[src/srb_defines.svh]
// Register map, field positions, reset values and counts of the block.
`ifndef SRB_DEFINES_SVH
`define SRB_DEFINES_SVH
// Word addresses on the register bus.
`define SRB_ADR_BUF      3'h0
`define SRB_ADR_MIRROR   3'h1
`define SRB_ADR_FLAG     3'h2
`define SRB_ADR_INTEN    3'h3
`define SRB_ADR_CTRL     3'h4
// Receive buffer status field positions.
`define SRB_BUF_EMPTY    31
`define SRB_BUF_OVR      30
`define SRB_BUF_BERR     28
`define SRB_BUF_LCS_LO   16
// Flag and interrupt enable layout.
`define SRB_FLG_BERR     0
`define SRB_FLG_OVRN     1
`define SRB_FLG_RX       2
`define SRB_FLG_RDCLR    3'h6
// Control register layout and reset.
`define SRB_CTRL_MASTER  8
`define SRB_CTRL_LEN_RST 5'h10
`define SRB_MAX_LEN      5'h10
`define SRB_ZERO_LEN     5'h00
`define SRB_CNT_ONE      5'h01
// Pin synchroniser reset levels: link clock low, chip select high.
`define SRB_PIN_RST      5'h08
`endif

[src/srb_pkg.sv]
// Types shared by the receive buffer modules.
package srb_pkg;
   typedef logic [31:0] srb_word_type;
   typedef logic [15:0] srb_data_type;
   typedef logic [1:0]  srb_cs_type;
   typedef logic [4:0]  srb_len_type;
   typedef logic [2:0]  srb_flag_type;
   typedef enum logic {
      SRB_BUS_IDLE,
      SRB_BUS_ANSWER
   } srb_bus_type;
endpackage

[src/srb_if.sv]
// Link-side signals between the register core and the shift receiver.
`timescale 1ns/1ps
interface srb_if;
   import srb_pkg::*;
   logic         sclk_s;
   logic         cs_n_s;
   logic         sdi_s;
   logic         txpin_s;
   logic         tx_bit;
   srb_len_type  char_len;
   logic         start;
   logic         done;
   srb_data_type data;
   logic         bit_error_status;
   modport core (
      output sclk_s, cs_n_s, sdi_s, txpin_s, tx_bit, char_len,
      input  start, done, data, bit_error_status
   );
   modport shift (
      input  sclk_s, cs_n_s, sdi_s, txpin_s, tx_bit, char_len,
      output start, done, data, bit_error_status
   );
endinterface

[src/srb_top.sv]
// Receive buffer, status flags, interrupt and Avalon-MM register slave.
`timescale 1ns/1ps
`include "srb_defines.svh"
module srb_top (
   // Clock and reset.
   input  wire logic                  mclk,
   input  wire logic                  srst,
   // Avalon-MM register slave.
   input  wire logic [2:0]            avs_address,
   input  wire logic                  avs_read,
   input  wire logic                  avs_write,
   input  wire srb_pkg::srb_word_type avs_writedata,
   input  wire logic [3:0]            avs_byteenable,
   output srb_pkg::srb_word_type      avs_readdata,
   output logic                       avs_waitrequest,
   // Serial link pins.
   input  wire logic                  spi_clk_pin,
   input  wire logic                  spi_cs_n_pin,
   input  wire logic                  serial_data_in_pin,
   input  wire logic                  master_out_pin,
   input  wire logic                  slave_out_pin,
   // Shift engine side.
   input  wire logic                  tx_bit,
   input  wire srb_pkg::srb_cs_type   chip_select_number,
   // Interrupt.
   output logic                       irq
);
   import srb_pkg::*;

   srb_if lk ();

   // Pin synchronisation.
   logic [4:0] pins_s;

   srb_sync #(
      .WIDTH   (5),
      .RST_VAL (`SRB_PIN_RST)
   ) u_sync (
      .mclk   (mclk),
      .srst   (srst),
      .pins   ({spi_clk_pin, spi_cs_n_pin, serial_data_in_pin,
                master_out_pin, slave_out_pin}),
      .pins_s (pins_s)
   );

   srb_shift u_shift (
      .mclk (mclk),
      .srst (srst),
      .lk   (lk)
   );

   // Registers.
   srb_bus_type  st_q;
   srb_word_type rdata_q;
   logic         wait_q;
   logic         irq_q;
   srb_data_type data_q;
   srb_cs_type   lcs_q;
   srb_cs_type   cs_hold_q;
   logic         empty_q;
   logic         ovr_q;
   logic         berr_q;
   srb_flag_type flg_q;
   srb_flag_type inten_q;
   srb_len_type  len_q;
   logic         master_q;

   // The readback pin is the master-out pin in the master role, else the slave-out pin.
   assign lk.sclk_s   = pins_s[4];
   assign lk.cs_n_s   = pins_s[3];
   assign lk.sdi_s    = pins_s[2];
   assign lk.txpin_s  = master_q ? pins_s[1] : pins_s[0];
   assign lk.tx_bit   = tx_bit;
   assign lk.char_len = len_q;

   // Bus decode.
   wire rd_take = (st_q == SRB_BUS_IDLE) & avs_read;
   wire wr_take = (st_q == SRB_BUS_ANSWER) & avs_write;
   wire adr_buf = avs_address == `SRB_ADR_BUF;
   wire adr_mir = avs_address == `SRB_ADR_MIRROR;
   wire adr_flg = avs_address == `SRB_ADR_FLAG;
   wire adr_ien = avs_address == `SRB_ADR_INTEN;
   wire adr_ctl = avs_address == `SRB_ADR_CTRL;
   wire buf_rd  = rd_take & adr_buf;
   wire mir_rd  = rd_take & adr_mir;
   wire [31:0] be_mask = {{8{avs_byteenable[3]}}, {8{avs_byteenable[2]}},
                          {8{avs_byteenable[1]}}, {8{avs_byteenable[0]}}};
   wire [31:0] wmask   = avs_writedata & be_mask;
   wire flg_wr  = wr_take & adr_flg;
   wire ien_wr  = wr_take & adr_ien & avs_byteenable[0];
   wire ctl_wr0 = wr_take & adr_ctl & avs_byteenable[0];
   wire ctl_wr1 = wr_take & adr_ctl & avs_byteenable[1];

   // Read data views; reserved bits are tied to zero.
   wire srb_word_type buf_view = {empty_q, ovr_q, 1'b0, berr_q,
                                  10'h000, lcs_q, data_q};
   wire srb_word_type mir_view = {16'h0000, data_q};
   wire srb_word_type flg_view = {29'h0000_0000, flg_q};
   wire srb_word_type ien_view = {29'h0000_0000, inten_q};
   wire srb_word_type ctl_view = {23'h00_0000, master_q, 3'h0, len_q};
   wire srb_word_type rd_mux =
      adr_buf ? buf_view :
      adr_mir ? mir_view :
      adr_flg ? flg_view :
      adr_ien ? ien_view :
      adr_ctl ? ctl_view : 32'h0000_0000;

   // Status next values; a hardware set always beats a read clear.
   wire empty_d = lk.done ? 1'b0 : (buf_rd ? 1'b1 : empty_q);
   wire ovr_set = lk.done & ~empty_q;
   wire ovr_d   = ovr_set ? 1'b1 : (buf_rd ? 1'b0 : ovr_q);
   wire berr_d  = lk.bit_error_status ? 1'b1 : (buf_rd ? 1'b0 : berr_q);

   // Flag register: set by events, cleared by a written one; a buffer read clears only the receive and overrun flags.
   wire srb_flag_type flg_set = {lk.done, ovr_set, lk.bit_error_status};
   wire srb_flag_type flg_wclr = flg_wr ? wmask[2:0] : 3'h0;
   wire srb_flag_type flg_rclr = buf_rd ? `SRB_FLG_RDCLR : 3'h0;
   wire srb_flag_type flg_d = flg_set | (flg_q & ~(flg_wclr | flg_rclr));

   // Bus handshake: one wait cycle, then the answer.
   always_ff @(posedge mclk) begin
      if (srst) begin
         st_q    <= SRB_BUS_IDLE;
         wait_q  <= 1'b1;
         rdata_q <= 32'h0000_0000;
      end else begin
         case (st_q)
            SRB_BUS_IDLE: begin
               if (avs_read || avs_write) begin
                  st_q   <= SRB_BUS_ANSWER;
                  wait_q <= 1'b0;
               end
               if (avs_read) begin
                  rdata_q <= rd_mux;
               end
            end
            SRB_BUS_ANSWER: begin
               st_q   <= SRB_BUS_IDLE;
               wait_q <= 1'b1;
            end
            default: begin
               st_q   <= SRB_BUS_IDLE;
               wait_q <= 1'b1;
            end
         endcase
      end
   end

   // Receive buffer write-back at the end of each character.
   always_ff @(posedge mclk) begin
      if (srst) begin
         data_q    <= 16'h0000;
         lcs_q     <= 2'h0;
         cs_hold_q <= 2'h0;
      end else begin
         // The chip select is held from frame start so late control
         // changes cannot relabel a transfer already on the wire.
         if (lk.start) begin
            cs_hold_q <= chip_select_number;
         end
         if (lk.done) begin
            data_q <= lk.data;
            lcs_q  <= cs_hold_q;
         end
      end
   end

   // Status, flags and interrupt.
   always_ff @(posedge mclk) begin
      if (srst) begin
         empty_q <= 1'b1;
         ovr_q   <= 1'b0;
         berr_q  <= 1'b0;
         flg_q   <= 3'h0;
         irq_q   <= 1'b0;
      end else begin
         empty_q <= empty_d;
         ovr_q   <= ovr_d;
         berr_q  <= berr_d;
         flg_q   <= flg_d;
         irq_q   <= |(flg_q & inten_q);
      end
   end

   // Software configuration.
   always_ff @(posedge mclk) begin
      if (srst) begin
         inten_q  <= 3'h0;
         len_q    <= `SRB_CTRL_LEN_RST;
         master_q <= 1'b0;
      end else begin
         if (ien_wr) begin
            inten_q <= avs_writedata[2:0];
         end
         if (ctl_wr0) begin
            len_q <= avs_writedata[4:0];
         end
         if (ctl_wr1) begin
            master_q <= avs_writedata[`SRB_CTRL_MASTER];
         end
      end
   end

   assign avs_readdata    = rdata_q;
   assign avs_waitrequest = wait_q;
   assign irq             = irq_q;

   // Checks.
   property p_berr_rdclr;
      @(posedge mclk) disable iff (srst)
      buf_rd && !lk.bit_error_status |=> !berr_q;
   endproperty
   a_berr_rdclr: assert property (p_berr_rdclr)
      else $error("Buffer read left bit-error status set.");

   property p_berr_set;
      @(posedge mclk) disable iff (srst)
      lk.bit_error_status |=> berr_q && flg_q[`SRB_FLG_BERR];
   endproperty
   a_berr_set: assert property (p_berr_set)
      else $error("Bit error did not set both status and flag.");

   property p_irq_berr;
      @(posedge mclk) disable iff (srst)
      lk.bit_error_status && inten_q[`SRB_FLG_BERR] && !ien_wr |=> ##1 irq;
   endproperty
   a_irq_berr: assert property (p_irq_berr)
      else $error("Enabled bit error raised no interrupt.");

   property p_irq_masked;
      @(posedge mclk) disable iff (srst)
      (flg_q & inten_q) == 3'h0 |=> !irq;
   endproperty
   a_irq_masked: assert property (p_irq_masked)
      else $error("Interrupt high with no enabled flag.");

   property p_reserved;
      @(posedge mclk) disable iff (srst)
      rd_take && (adr_buf || adr_mir) |=>
         (avs_readdata[27:18] == 10'h000) && (avs_readdata[29] == 1'b0) &&
         (!$past(adr_mir) || avs_readdata[31:16] == 16'h0000);
   endproperty
   a_reserved: assert property (p_reserved)
      else $error("Reserved read bits not zero.");

   property p_lcs;
      @(posedge mclk) disable iff (srst)
      lk.done |=> lcs_q == $past(cs_hold_q);
   endproperty
   a_lcs: assert property (p_lcs)
      else $error("Last chip select not copied on write back.");

   property p_data;
      @(posedge mclk) disable iff (srst)
      lk.done |=> data_q == $past(lk.data);
   endproperty
   a_data: assert property (p_data)
      else $error("Received word not copied into buffer.");

   property p_mirror;
      @(posedge mclk) disable iff (srst)
      mir_rd && flg_q[`SRB_FLG_RX] && !flg_wr
         |=> flg_q[`SRB_FLG_RX] ##1 avs_readdata[15:0] == $past(data_q, 2);
   endproperty
   a_mirror: assert property (p_mirror)
      else $error("Mirror read cleared a flag or showed other data.");

   property p_rdclr_flags;
      @(posedge mclk) disable iff (srst)
      buf_rd && !lk.done |=> flg_q[`SRB_FLG_RX] == 1'b0 &&
                             flg_q[`SRB_FLG_OVRN] == 1'b0;
   endproperty
   a_rdclr_flags: assert property (p_rdclr_flags)
      else $error("Buffer read did not clear overrun and receive flags.");

   property p_empty;
      @(posedge mclk) disable iff (srst)
      (buf_rd && !lk.done |=> empty_q) and (lk.done |=> !empty_q);
   endproperty
   a_empty: assert property (p_empty)
      else $error("Receive-empty status wrong after read or copy.");

   property p_overrun;
      @(posedge mclk) disable iff (srst)
      (lk.done && !empty_q |=> ovr_q) and
      (buf_rd && !lk.done |=> !ovr_q);
   endproperty
   a_overrun: assert property (p_overrun)
      else $error("Receive-overrun status wrong after copy or read.");

   property p_answer;
      @(posedge mclk) disable iff (srst)
      (avs_read || avs_write) && avs_waitrequest |=> !avs_waitrequest;
   endproperty
   a_answer: assert property (p_answer)
      else $error("Bus request not answered after one wait cycle.");

   property p_wait_one;
      @(posedge mclk) disable iff (srst)
      !avs_waitrequest |=> avs_waitrequest;
   endproperty
   a_wait_one: assert property (p_wait_one)
      else $error("Waitrequest stayed low for more than one cycle.");

   property p_berr_view;
      @(posedge mclk) disable iff (srst)
      rd_take && adr_buf |=>
         avs_readdata[`SRB_BUF_BERR] == $past(berr_q);
   endproperty
   a_berr_view: assert property (p_berr_view)
      else $error("Buffer read showed the wrong bit-error status.");

   property p_lcs_view;
      @(posedge mclk) disable iff (srst)
      rd_take && adr_buf |=>
         avs_readdata[`SRB_BUF_LCS_LO +: 2] == $past(lcs_q);
   endproperty
   a_lcs_view: assert property (p_lcs_view)
      else $error("Buffer read showed the wrong last chip select.");

   property p_mir_view;
      @(posedge mclk) disable iff (srst)
      rd_take && adr_mir |=> avs_readdata[15:0] == $past(data_q);
   endproperty
   a_mir_view: assert property (p_mir_view)
      else $error("Mirror read showed other data than the buffer.");

   property p_mir_ovr;
      @(posedge mclk) disable iff (srst)
      mir_rd && flg_q[`SRB_FLG_OVRN] && !flg_wr |=> flg_q[`SRB_FLG_OVRN];
   endproperty
   a_mir_ovr: assert property (p_mir_ovr)
      else $error("Mirror read cleared the overrun flag.");
endmodule

[src/srb_sync.sv]
// Two-flop synchroniser for a group of pin inputs.
`timescale 1ns/1ps
module srb_sync #(
   parameter int               WIDTH   = 5,
   parameter logic [WIDTH-1:0] RST_VAL = '0
) (
   // Clock and reset.
   input  wire logic             mclk,
   input  wire logic             srst,
   // Pins and their synchronised copies.
   input  wire logic [WIDTH-1:0] pins,
   output logic      [WIDTH-1:0] pins_s
);
   logic [WIDTH-1:0] meta_q;
   always_ff @(posedge mclk) begin
      if (srst) begin
         // Resetting to the idle levels keeps a false edge out of reset.
         meta_q <= RST_VAL;
         pins_s <= RST_VAL;
      end else begin
         meta_q <= pins;
         pins_s <= meta_q;
      end
   end
endmodule

[src/srb_shift.sv]
// Serial receiver: edge finding, shift-in and bit error check.
`timescale 1ns/1ps
`include "srb_defines.svh"
module srb_shift (
   // Clock and reset.
   input wire logic mclk,
   input wire logic srst,
   // Link side.
   srb_if.shift     lk
);
   import srb_pkg::*;
   logic         sclk_d_q;
   logic         cs_n_d_q;
   srb_data_type sh_q;
   srb_len_type  cnt_q;
   logic         sent_q;
   logic         done_q;
   srb_data_type data_q;
   logic         berr_q;
   wire          rise = lk.sclk_s & ~sclk_d_q;
   wire          fall = ~lk.sclk_s & sclk_d_q;
   wire          active = ~lk.cs_n_s;
   wire          frame_start = active & cs_n_d_q;
   // Lengths of zero or above the field width mean a full word.
   wire          len_bad = (lk.char_len == `SRB_ZERO_LEN) ||
                           (lk.char_len > `SRB_MAX_LEN);
   wire srb_len_type  eff_len = len_bad ? `SRB_MAX_LEN : lk.char_len;
   wire srb_len_type  cnt_nx = cnt_q + `SRB_CNT_ONE;
   // A fresh character starts from zero, so short ones land right-justified.
   wire srb_data_type sh_nx = (cnt_q == `SRB_ZERO_LEN) ?
                              {15'h0000, lk.sdi_s} :
                              {sh_q[14:0], lk.sdi_s};
   wire          last = active & rise & (cnt_nx == eff_len);
   wire          mism = active & rise & (lk.txpin_s != sent_q);
   assign lk.start  = frame_start;
   assign lk.done   = done_q;
   assign lk.data   = data_q;
   assign lk.bit_error_status = berr_q;
   always_ff @(posedge mclk) begin
      sclk_d_q <= lk.sclk_s;
      cs_n_d_q <= lk.cs_n_s;
      if (srst) begin
         cnt_q <= `SRB_ZERO_LEN;
         sh_q  <= 16'h0000;
      end else if (!active) begin
         cnt_q <= `SRB_ZERO_LEN;
      end else if (rise) begin
         cnt_q <= last ? `SRB_ZERO_LEN : cnt_nx;
         sh_q  <= sh_nx;
      end
   end
   always_ff @(posedge mclk) begin
      if (srst) begin
         sent_q <= 1'b0;
         done_q <= 1'b0;
         data_q <= 16'h0000;
         berr_q <= 1'b0;
      end else begin
         // The transmit point is the frame start or a falling edge.
         if (frame_start || fall) begin
            sent_q <= lk.tx_bit;
         end
         done_q <= last;
         if (last) begin
            data_q <= sh_nx;
         end
         berr_q <= mism;
      end
   end
   property p_bit_error;
      @(posedge mclk) disable iff (srst)
      mism |=> lk.bit_error_status;
   endproperty
   a_bit_error: assert property (p_bit_error)
      else $error("Mismatch at receive point did not flag a bit error.");
   property p_right_just;
      @(posedge mclk) disable iff (srst)
      last && (eff_len == 5'h08) |=> (lk.data[15:8] == 8'h00);
   endproperty
   a_right_just: assert property (p_right_just)
      else $error("Short character not stored right-justified.");
endmodule

[config.mk]
export PLATFORM = sky130hd
export DESIGN_NAME = srb_top
export DESIGN_NICKNAME = d
export VERILOG_FILES = /design/src/srb_pkg.sv /design/src/srb_if.sv /design/src/srb_top.sv /design/src/srb_sync.sv /design/src/srb_shift.sv
export VERILOG_INCLUDE_DIRS = /design/src /design/src/src
export SDC_FILE = /design/constraint.sdc
export NUM_CORES = 1
export LEC_CHECK = 0
export BUFFER_PORTS_ARGS = -buffer_cell sky130_fd_sc_hd__buf_2
export CAP_MARGIN = 20
export CORE_ASPECT_RATIO = 0.8
export CORE_MARGIN = 2
export CORE_UTILIZATION = 41
export DETAILED_ROUTE_END_ITERATION = 16
export GPL_TIMING_DRIVEN = 1
export PLACE_DENSITY_LB_ADDON = 0.12
export SYNTH_ARGS = -nofsm -noshare
export SYNTH_HDL_FRONTEND = slang
export SYNTH_SLANG_ARGS = --single-unit
[constraint.sdc]
create_clock -name mclk -period 3.11 [get_ports mclk]
set_clock_uncertainty 0.2 [all_clocks]
set_input_delay 0.1555 -clock mclk [delete_from_list [all_inputs] [get_ports mclk]]
set_output_delay 0.1555 -clock mclk [all_outputs]
set_load 0.01 [all_outputs]
* After elaboration in Yosys (flattened, before gate mapping)
Cells that the tools add are included.
** Word-level totals
- Register bits :: 121
- Bits of input ports :: 51
- Output and inout bits :: 34
- Logic and storage cells :: 93
** Cells by class
- Add/sub/neg operators :: 1
- Order comparisons :: 1
- Eq/ne operators :: 7
- Muxes and demuxes :: 20
- Bitwise gates (word level) :: 27
- Reductions and logical operators :: 13
** Operator list (count)
- $mux W16 :: 2
- $mux W32 :: 1
- $mux W9 :: 3
- $and A1 B1 Y1 :: 16
- $logic_not A5 Y1 :: 2
- $mux W5 :: 2
- $and A3 B3 Y3 :: 3
- $mux W1 :: 8
- $eq A3 B2 Y1 const B :: 2
- $mux W3 :: 2
- $or A3 B3 Y3 :: 2
- $reduce_bool A2 Y1 :: 3
- $add A5 B1 Y5 const B :: 1
- $eq A5 B5 Y1 :: 1
- $gt A5 B5 Y1 const B :: 1
- $not A1 Y1 :: 5
- $pmux W1 S2 :: 2
- $reduce_and A2 Y1 :: 2
- $eq A3 B1 Y1 const B :: 1
- $eq A3 B3 Y1 const B :: 1
- $logic_not A3 Y1 :: 1
- $logic_or A1 B1 Y1 :: 3
- $not A3 Y3 :: 1
- $reduce_or A3 Y1 :: 1
- other kinds (3) :: 3

* Depth between registers and ports, before layout
Gate-level depths: netlist of the first run.
- Word-level depth :: 8
- Mapped depth :: 8
- Depth with buffers taken out :: 7

* Cells and area by module
A second synthesis of the first run with hierarchy kept.
** Unflattened totals
- Cells, all modules :: 497
- Area, all modules :: 4478.0 um^2
** Modules (own cells, without submodules)
- srb_top :: instances 1, cells each 254, area each 2393.5 um^2, seq. area each 1181.1 um^2
- srb_shift :: instances 1, cells each 223, area each 1821.7 um^2, seq. area each 820.8 um^2
- srb_sync :: instances 1, cells each 20, area each 262.8 um^2, seq. area each 200.2 um^2

* Worst setup path after synthesis of the first run
No wires, ideal clock.
- Kind :: reg2reg
- Start point :: register len_q[0]
- End point :: register u_shift.data_q[13], in the netlist u_shift.lk.data[13]
- Library setup time :: 69 ps
- Data arrival time :: 2280 ps
- Data required time :: 2841 ps
- Path slack :: 561 ps
- Cell stages (with the launch flop) :: 9
- Buffers on the path :: 1
- Clock period less this slack :: 2549 ps
- Path through :: dfxtp_1 > or4_1 > ha_1 > nor2b_1 > xnor2_1 > nand3_2 > buf_2 > or4_1 > o21ai_1
** On the way
- Longest elaborated chain between the ends :: 5
- Elaborated cells on any way between the ends :: 6
- Those cells by class :: order compare (1); eq/ne (1); mux (1); bitwise (1); reduce/logical (2)
** Ends and longest elaborated chain
- start, declared :: RTL line srb_top.sv:65 : srb_len_type len_q;
- start signal, assigned :: RTL line srb_top.sv:189 : len_q <= `SRB_CTRL_LEN_RST;
- start signal, assigned :: RTL line srb_top.sv:196 : len_q <= avs_writedata[4:0];
- $gt A5 B5 Y1 (no line) or $logic_not A5 Y1 (tied branches)
- $logic_or A1 B1 Y1 :: RTL line srb_shift.sv:25 : wire len_bad = (lk.char_len == `SRB_ZERO_LEN) ||
- $mux W5 (*) :: RTL line srb_shift.sv:27 : wire srb_len_type eff_len = len_bad ? `SRB_MAX_LEN : lk.char_len;
- $eq A5 B5 Y1 (*) :: RTL line srb_shift.sv:33 : wire last = active & rise & (cnt_nx == eff_len);
- $and A1 B1 Y1 (*) :: RTL line srb_shift.sv:33
- end signal, assigned :: RTL line srb_shift.sv:65 : data_q <= sh_nx;
- end, declared :: RTL line srb_shift.sv:18 : srb_data_type data_q;
Mark *: on every way between the ends. The rest lies on a longest branch, timed or not.
A chain may end at the register's enable or synchronous reset.

* Final worst setup path of the first run
- Start point :: register len_q[0]
- End point :: register u_shift.cnt_q[2]
** On the way
- Longest elaborated chain between the ends :: 6
- Elaborated cells on any way between the ends :: 7
- Those cells by class :: order compare (1); eq/ne (1); mux (2); bitwise (1); reduce/logical (2)
** Ends and longest elaborated chain
- $gt A5 B5 Y1 (no line) or $logic_not A5 Y1 (tied branches)
- $logic_or A1 B1 Y1 :: RTL line srb_shift.sv:25
- $mux W5 (*) :: RTL line srb_shift.sv:27
- $eq A5 B5 Y1 (*) :: RTL line srb_shift.sv:33
- $and A1 B1 Y1 (*) :: RTL line srb_shift.sv:33
- $mux W5 (*) :: RTL line srb_shift.sv:48 : cnt_q <= last ? `SRB_ZERO_LEN : cnt_nx;
- end signal, assigned :: RTL line srb_shift.sv:43 : cnt_q <= `SRB_ZERO_LEN;
- end signal, assigned :: RTL line srb_shift.sv:46 : cnt_q <= `SRB_ZERO_LEN;
- end signal, assigned :: RTL line srb_shift.sv:48
- end, declared :: RTL line srb_shift.sv:15 : srb_len_type cnt_q;
Marked as above.

==> load_flow_metrics.sql, run 1 <==
INSERT INTO impl_metrics (metric_group, metric, value, unit) VALUES
('routing', 'vias_per_cell', '4.93', ''),
('place', 'post-dp-hpwl', '5990', 'um'),
('timing', 'maxSlewHeadroom', '31.8', '%'),
('power_and_ir_drop', 'peakVddDrop', '241', 'uV'),
('routing', 'route.detailed.wl_per_inst', '13.4', 'um'),
('outcome', 'run_status', 'complete, no violations', ''),
('clock_network', 'cts_htree_levels', '3', ''),
('routing', 'wl_met3', '391', 'um'),
('finish', 'diodes', '0', ''),
('finish', 'area.growth.synth_to_final', '16.3', '%'),
('timing', 'period_share', '90.7', '%'),
('worst_setup_path', 'worst_setup_path_end_kind', 'register', ''),
('synthesis', 'synth_ff_type', 'dfxtp_1', ''),
('clock_network', 'cts_hold_buf', '16', ''),
('routing', 'dr_total_vias', '3340', ''),
('worst_setup_path', 'crit_path_max_fanout', '18', ''),
('floorplan', 'die_area', '11600', 'um2'),
('floorplan', 'floorplan.io_pins', '85', ''),
('floorplan', 'die_outline_width', '120', 'um'),
('synthesis', 'synth-edff-count', '0', ''),
('timing', 'achievable-frequency', '355', 'MHz'),
('timing', 'final_hold_violating_endpoints', '0', ''),
('worst_setup_path', 'data_arrival_time_at_the_worst_slack_endpoint', '2.86', 'ns'),
('flow_run', 'timing.max_cap.violations', '0', ''),
('timing', 'post-route-min-period', '2.82', 'ns'),
('synthesis', 'postSynth.asyncResetShare', '0', '%'),
('clock_network', 'cts.repair.resized', '0', ''),
('min_path', 'hold-path-endpoint', 'master_q$_SDFFE_PP0P_', ''),
('power_and_ir_drop', 'sw_share', '22.4', '%'),
('routing', 'route.met2.wl', '3880', 'um'),
('floorplan', 'initial_utilization', '42.6', '%'),
('min_path', 'holdCritPathClass', 'in2reg', ''),
('floorplan', 'placeableCoreArea', '10400', 'um2'),
('worst_setup_path', 'reg2reg_depth', '8', ''),
('synthesis', 'post_synth_main_area_contributors', 'dfxtp_1, mux2i_1, nor2_1', ''),
('power_and_ir_drop', 'powerDensity', '516', 'nW/um2'),
('routing', 'first_iter_violations', '191', ''),
('worst_setup_path', 'critical_path.reg2reg.startpoint', 'len_q[0]$_SDFFE_PP0P_', ''),
('power_and_ir_drop', 'power.share.clock', '41.8', '%'),
('synthesis', 'syn-cell-area', '4420', 'um2'),
('power_and_ir_drop', 'p_leak', '0.00190', 'uW'),
('grt', 'grt_antenna_before_repair', '0', ''),
('worst_setup_path', 'regToRegSetupSlack', '0.29', 'ns'),
('clock_network', 'cts_sinks', '110', ''),
('grt', 'grt_pass1_vias', '3116', ''),
('finish', 'layout.cells.most_common_list', 'dfxtp_1, nor2_1, buf_2, nand2_1, mux2i_1', ''),
('routing', 'drcViolationCount', '0', ''),
('clock_network', 'worst_skew_pair.late_latency', '0.35', 'ns'),
('synthesis', 'share_of_the_yosys_chip_area_belonging_to_registers', '49.9', '%'),
('grt', 'wire_length_of_the_first_global_routing_pass', '15400', 'um'),
('clock_network', 'cts_buffer_depth', '2', ''),
('finish', 'final_common_cell', 'dfxtp_1', ''),
('power_and_ir_drop', 'intPower', '2060', 'uW'),
('timing', 'rsz_0062_raised_after_global_routing', 'no', ''),
('routing', 'dr.max_layer_used', 'met4', ''),
('timing', 'maxSlewViolCount', '0', ''),
('floorplan', 'placementRows', '33', ''),
('place', 'numPortBuffers', '45', ''),
('power_and_ir_drop', 'switching_power', '593', 'uW'),
('synthesis', 'synthCells', '487', ''),
('power_and_ir_drop', 'combPwrFrac', '4.4', '%'),
('timing', 'final-setup-viol-count', '0', ''),
('routing', 'dr.pass1.iters', '4', ''),
('clock_network', 'cts_tree', 'built', ''),
('finish', 'ff_latch_area', '2200', 'um2'),
('synthesis', 'post-synth-top-area-fraction', '49.9', '%'),
('synthesis', 'synth.distinct_cells', '42', ''),
('clock_network', 'clockRootBuffer', 'clkbuf_16', ''),
('clock_network', 'clkSlewWorstSetupHoldPaths', '0.07', 'ns'),
('worst_setup_path', 'required', '3.15', 'ns'),
('timing', 'tightest_slew', '1.02', 'ns');
==> final cells by class <==
class                           count  share of cell area, %
Tap cell                          140                   3.41
Sequential cell                   110                   42.9
Timing Repair Buffer               66                   8.23
Clock inverter                      5                  0.804
Clock buffer                       11                   4.92
Multi-Input combinational cell    336                   39.1
Inverter                            9                  0.658
==> power groups by stage <==
stage	sequential, uW	combinational, uW	clock, uW
5_1_grt	1430	129	1210
6_report	1430	116	1110
4_1_cts	1430	116	1150
3_3_place_gp	1460	99.2	0
2_1_floorplan	1460	78.0	0
3_5_place_dp	1460	101	0
==> flip-flops by register name, summed over array words and instances, names as in the netlist, 2 cells and up <==
register	flops
u_shift.cnt_q	5
u_shift.sh_q	15
lcs_q	2
data_q	16
len_q	5
avs_readdata	21
u_sync.pins_s	5
u_sync.meta_q	5
u_shift.lk.data	16
inten_q	3
cs_hold_q	2
flg_q	3
==> worst max path at each step <==
stage	from	end	slack [ns]
floorplan	len_q[0]$_SDFFE_PP0P_	u_shift.lk.data[13]$_SDFFE_PP0P_	0.56
global placement	len_q[0]$_SDFFE_PP0P_	u_shift.cnt_q[2]$_SDFFE_PP0P_	0.32
detailed placement	len_q[0]$_SDFFE_PP0P_	u_shift.cnt_q[2]$_SDFFE_PP0P_	0.29
CTS	len_q[0]$_SDFFE_PP0P_	u_shift.cnt_q[2]$_SDFFE_PP0P_	0.26
global route	len_q[0]$_SDFFE_PP0P_	u_shift.cnt_q[2]$_SDFFE_PP0P_	0.1
finish	len_q[0]$_SDFFE_PP0P_	u_shift.cnt_q[2]$_SDFFE_PP0P_	0.29
==> logic make-up (layout without fill, tap and decap cells) <==
| kind of cell | Yosys count | in the layout | share of synthesized area [%] |
|---|---|---|---|
| AOI/OAI and AO/OA | 77 | 77 | 10.3 |
| xor gates and xnor gates | 8 | 8 | 2.10 |
| adders and majority gates | 3 | 3 | 0.850 |
| buffers and inverters | 51 | 91 | 5.50 |
| DFF | 110 | 110 | 49.9 |
| muxes | 34 | 34 | 7.71 |
| other | 1 | 11 | 0.0849 |
| and+or+nand+nor | 203 | 203 | 23.6 |
==> routing by layer <==
metal | vias to the layer above | track usage, %
met5 | - | 0
met4 | 0 | 6.15
met3 | 15 | 4.42
met2 | 63 | 24.0
met1 | 1525 | 23.2
li1 | 1737 | -
==> stage by stage <==
step                hold slack (ns)  cell area [um2]  setup slack [ns]  power (uW)  instances
finish                       0.0187             5140             0.290        2650        677
global route                 0.0397             5140            0.0964        2760        677
CTS                          0.0129             5140             0.259        2690        677
detailed placement            0.141             4680             0.288        1560        645
global placement              0.138             4680             0.317        1560        644
floorplan                    0.0593             4450             0.561        1540        497
==> worst max-delay path: stages (launching register included) <==
cell      delay (ns)
dfxtp_1         0.34
or4_1           0.53
ha_1            0.32
nor2b_1         0.17
xnor2_1         0.17
nand3_2         0.26
nor2_1          0.25
buf_4           0.27
and4bb_1        0.21
==> Yosys cell counts, types with 2 or more instances <==
cell type / count
a21oi_1: 22
a22oi_1: 21
a31oi_1: 4
and3_1: 3
buf_1: 6
buf_2: 2
buf_4: 11
clkbuf_1: 22
dfxtp_1: 110
ha_1: 3
inv_1: 9
mux2i_1: 34
nand2_1: 43
nand2b_1: 15
nand3_1: 22
nand3b_1: 5
nor2_1: 63
nor2b_1: 18
nor3_1: 6
o21ai_0: 12
o21ai_1: 12
o22ai_1: 3
or2_2: 4
or4_1: 15
xnor2_1: 4
xor2_1: 2
(Power assumes the default switching activity.)
==> run 2, diff against run 1 <==
- CORE_UTILIZATION: 41 -> 40
==> load_flow_metrics.sql, run 2 (synthesis gave the netlist of run 1 again) <==
INSERT INTO impl_metrics (metric_group, metric, value, unit) VALUES
('timing', 'post-route-min-period', '2.77', 'ns'),
('worst_setup_path', 'worst-path-buf-inv', '1', ''),
('power_and_ir_drop', 'peakVddDrop', '238', 'uV'),
('min_path', 'holdCritPathClass', 'in2reg', ''),
('clock_network', 'cts_buffer_depth', '2', ''),
('routing', 'wirelength', '9070', 'um'),
('clock_network', 'cts_sinks', '110', ''),
('clock_network', 'clockRootBuffer', 'clkbuf_16', ''),
('timing', 'maxSlewHeadroom', '40.1', '%'),
('min_path', 'hold-path-endpoint', 'master_q$_SDFFE_PP0P_', ''),
('floorplan', 'placementRows', '34', ''),
('clock_network', 'cts_tree', 'built', ''),
('power_and_ir_drop', 'post_layout_power', '2720', 'uW'),
('power_and_ir_drop', 'p_leak', '0.00192', 'uW'),
('routing', 'first_iter_violations', '178', ''),
('finish', 'final_common_cell', 'dfxtp_1', ''),
('outcome', 'run_status', 'complete, no violations', ''),
('floorplan', 'die_outline_width', '121', 'um'),
('routing', 'postRouteAntennaNets', '0', ''),
('floorplan', 'initial_utilization', '40.9', '%'),
('floorplan', 'chipHeight', '98.0', 'um'),
('worst_setup_path', 'worst_setup_path_end_kind', 'register', ''),
('floorplan', 'die_area', '11900', 'um2'),
('place', 'dpl_worst_slack', '0.342', 'ns'),
('min_path', 'hold_path_depth', '5', ''),
('finish', 'layout.cells.most_common_list', 'dfxtp_1, nor2_1, buf_2, nand2_1, mux2i_1', ''),
('finish', 'diodes', '0', ''),
('routing', 'vias_per_cell', '4.95', ''),
('place', 'finalWeightedCongestion', '0.809', ''),
('worst_setup_path', 'critical_path.reg2reg.startpoint', 'len_q[0]$_SDFFE_PP0P_', ''),
('timing', 'tightest_slew', '0.898', 'ns'),
('timing', 'period_share', '89.2', '%'),
('worst_setup_path', 'path_class', 'reg2reg', ''),
('timing', 'achievable-frequency', '360', 'MHz'),
('routing', 'route.detailed.wl_per_inst', '13.3', 'um'),
('grt', 'grt_pass1_vias', '3116', ''),
('grt', 'globalRouteTotalUtil', '15.9', '%'),
('grt', 'global_route.overflow_total', '0', ''),
('clock_network', 'cts_htree_levels', '3', ''),
('worst_setup_path', 'critPathTopFamily', 'simple AND/OR/NAND/NOR gates', ''),
('finish', 'area.growth.synth_to_final', '17.1', '%'),
('timing', 'rsz_0062_raised_after_global_routing', 'no', ''),
('place', 'post-dp-hpwl', '6050', 'um'),
('worst_setup_path', 'timing.critical_path.from_type', 'register', ''),
('timing', 'maxSlewViolCount', '0', ''),
('place', 'place_area', '4710', 'um2'),
('worst_setup_path', 'cp_slowest_cell', 'or4_1', ''),
('routing', 'drcViolationCount', '0', ''),
('worst_setup_path', 'worstPathCellList', 'or4_1 > ha_1 > nor2b_1 > xnor2_1 > nand3_2 > nor2_1 > buf_4 > and4bb_1', ''),
('timing', 'setup_slack', '0.335', 'ns'),
('worst_setup_path', 'reg2reg_depth', '8', ''),
('clock_network', 'clkSlewWorstSetupHoldPaths', '0.08', 'ns'),
('clock_network', 'cts_buffers', '9', ''),
('timing', 'final-setup-viol-count', '0', ''),
('timing', 'final_hold_violating_endpoints', '0', ''),
('routing', 'dr.pass1.iters', '4', ''),
('place', 'numPortBuffers', '45', ''),
('floorplan', 'placeableCoreArea', '10800', 'um2'),
('finish', 'post_route_cells_drive_above_1_share', '14.5', '%'),
('flow_run', 'timing.max_cap.violations', '0', ''),
('power_and_ir_drop', 'powerDensity', '525', 'nW/um2'),
('finish', 'layout.nets', '588', ''),
('finish', 'final_core_density', '47.9', '%'),
('worst_setup_path', 'required', '3.14', 'ns'),
('floorplan', 'floorplan.io_pins', '85', ''),
('clock_network', 'worst_skew_pair.late_latency', '0.34', 'ns'),
('worst_setup_path', 'crit_path_max_incr_delay', '0.53', 'ns'),
('timing', 'finalSetupTns', '0', 'ns'),
('finish', 'largest_register_ffs', '21', ''),
('clock_network', 'cts.repair_timing.setup_buffer_count', '0', ''),
('routing', 'dr_total_vias', '3379', ''),
('finish', 'layout.cell_area.non_filler', '5170', 'um2'),
('worst_setup_path', 'data_arrival_time_at_the_worst_slack_endpoint', '2.81', 'ns'),
('grt', 'wire_length_of_the_first_global_routing_pass', '15200', 'um'),
('min_path', 'min_from', 'avs_byteenable[1]', ''),
('grt', 'grt_start_max_net_pins', '84', ''),
('worst_setup_path', 'crit_path_max_fanout', '17', ''),
('grt', 'grt_antenna_before_repair', '0', ''),
('worst_setup_path', 'regToRegSetupSlack', '0.34', 'ns'),
('worst_setup_path', 'regToRegEndpoint', 'u_shift.cnt_q[2]$_SDFFE_PP0P_', '');
## run 2: worst max path at each step
stage / slack, ns / cells after the start / endpoint / from
2_1_floorplan: 0.56 / 8 / u_shift.lk.data[13]$_SDFFE_PP0P_ / len_q[0]$_SDFFE_PP0P_
3_3_place_gp: 0.37 / 8 / u_shift.cnt_q[2]$_SDFFE_PP0P_ / len_q[0]$_SDFFE_PP0P_
3_5_place_dp: 0.34 / 8 / u_shift.cnt_q[2]$_SDFFE_PP0P_ / len_q[0]$_SDFFE_PP0P_
4_1_cts: 0.32 / 8 / u_shift.cnt_q[2]$_SDFFE_PP0P_ / len_q[0]$_SDFFE_PP0P_
5_1_grt: 0.16 / 8 / u_shift.cnt_q[2]$_SDFFE_PP0P_ / len_q[0]$_SDFFE_PP0P_
6_report: 0.34 / 8 / u_shift.cnt_q[2]$_SDFFE_PP0P_ / len_q[0]$_SDFFE_PP0P_
## run 2: timing repair
| action | in CTS | in global routing |
|---|---|---|
| hold endpoints to repair | 22 | 0 |
| resized for setup | 0 | 0 |
| hold buffers | 16 | 0 |
## run 2: cell type report
| cell class | instances | area, um2 |
|---|---|---|
| Timing Repair Buffer | 68 | 440 |
| Clock inverter | 6 | 77.6 |
| Inverter | 9 | 33.8 |
| Tap cell | 144 | 180 |
| Multi-Input combinational cell | 336 | 2010 |
| Clock buffer | 10 | 229 |
| Fill cell | 1057 | 5630 |
| Sequential cell | 110 | 2200 |
## run 2: stage by stage
stage / hold WS (ns) / instances
final: 0.0410 / 683
after global routing: 0.0509 / 683
after CTS: 0.0231 / 683
after detailed placement: 0.142 / 651
after global placement: 0.139 / 651
after floorplan: 0.0593 / 497
## run 2: worst min-delay path: stages
cell	delay, ns
buf_2	0.10
nand2_1	0.05
or2_2	0.11
mux2i_1	0.06
nor2_1	0.08
## run 2: power by group
group | internal (uW) | switching, uW
clock network | 642 | 528
registers | 1420 | 6.99
logic | 46.6 | 71.8
total | 2110 | 607
## run 2: per-layer routing
| layer | up-vias | track usage [%] | share of wire (%) |
|---|---|---|---|
| li1 | 1748 | - | - |
| met1 | 1558 | 22.9 | 52 |
| met2 | 71 | 23.6 | 44 |
| met3 | 2 | 4.21 | 3.9 |
| met4 | 0 | 4.33 | 0.26 |
| met5 | - | 0 | 0 |
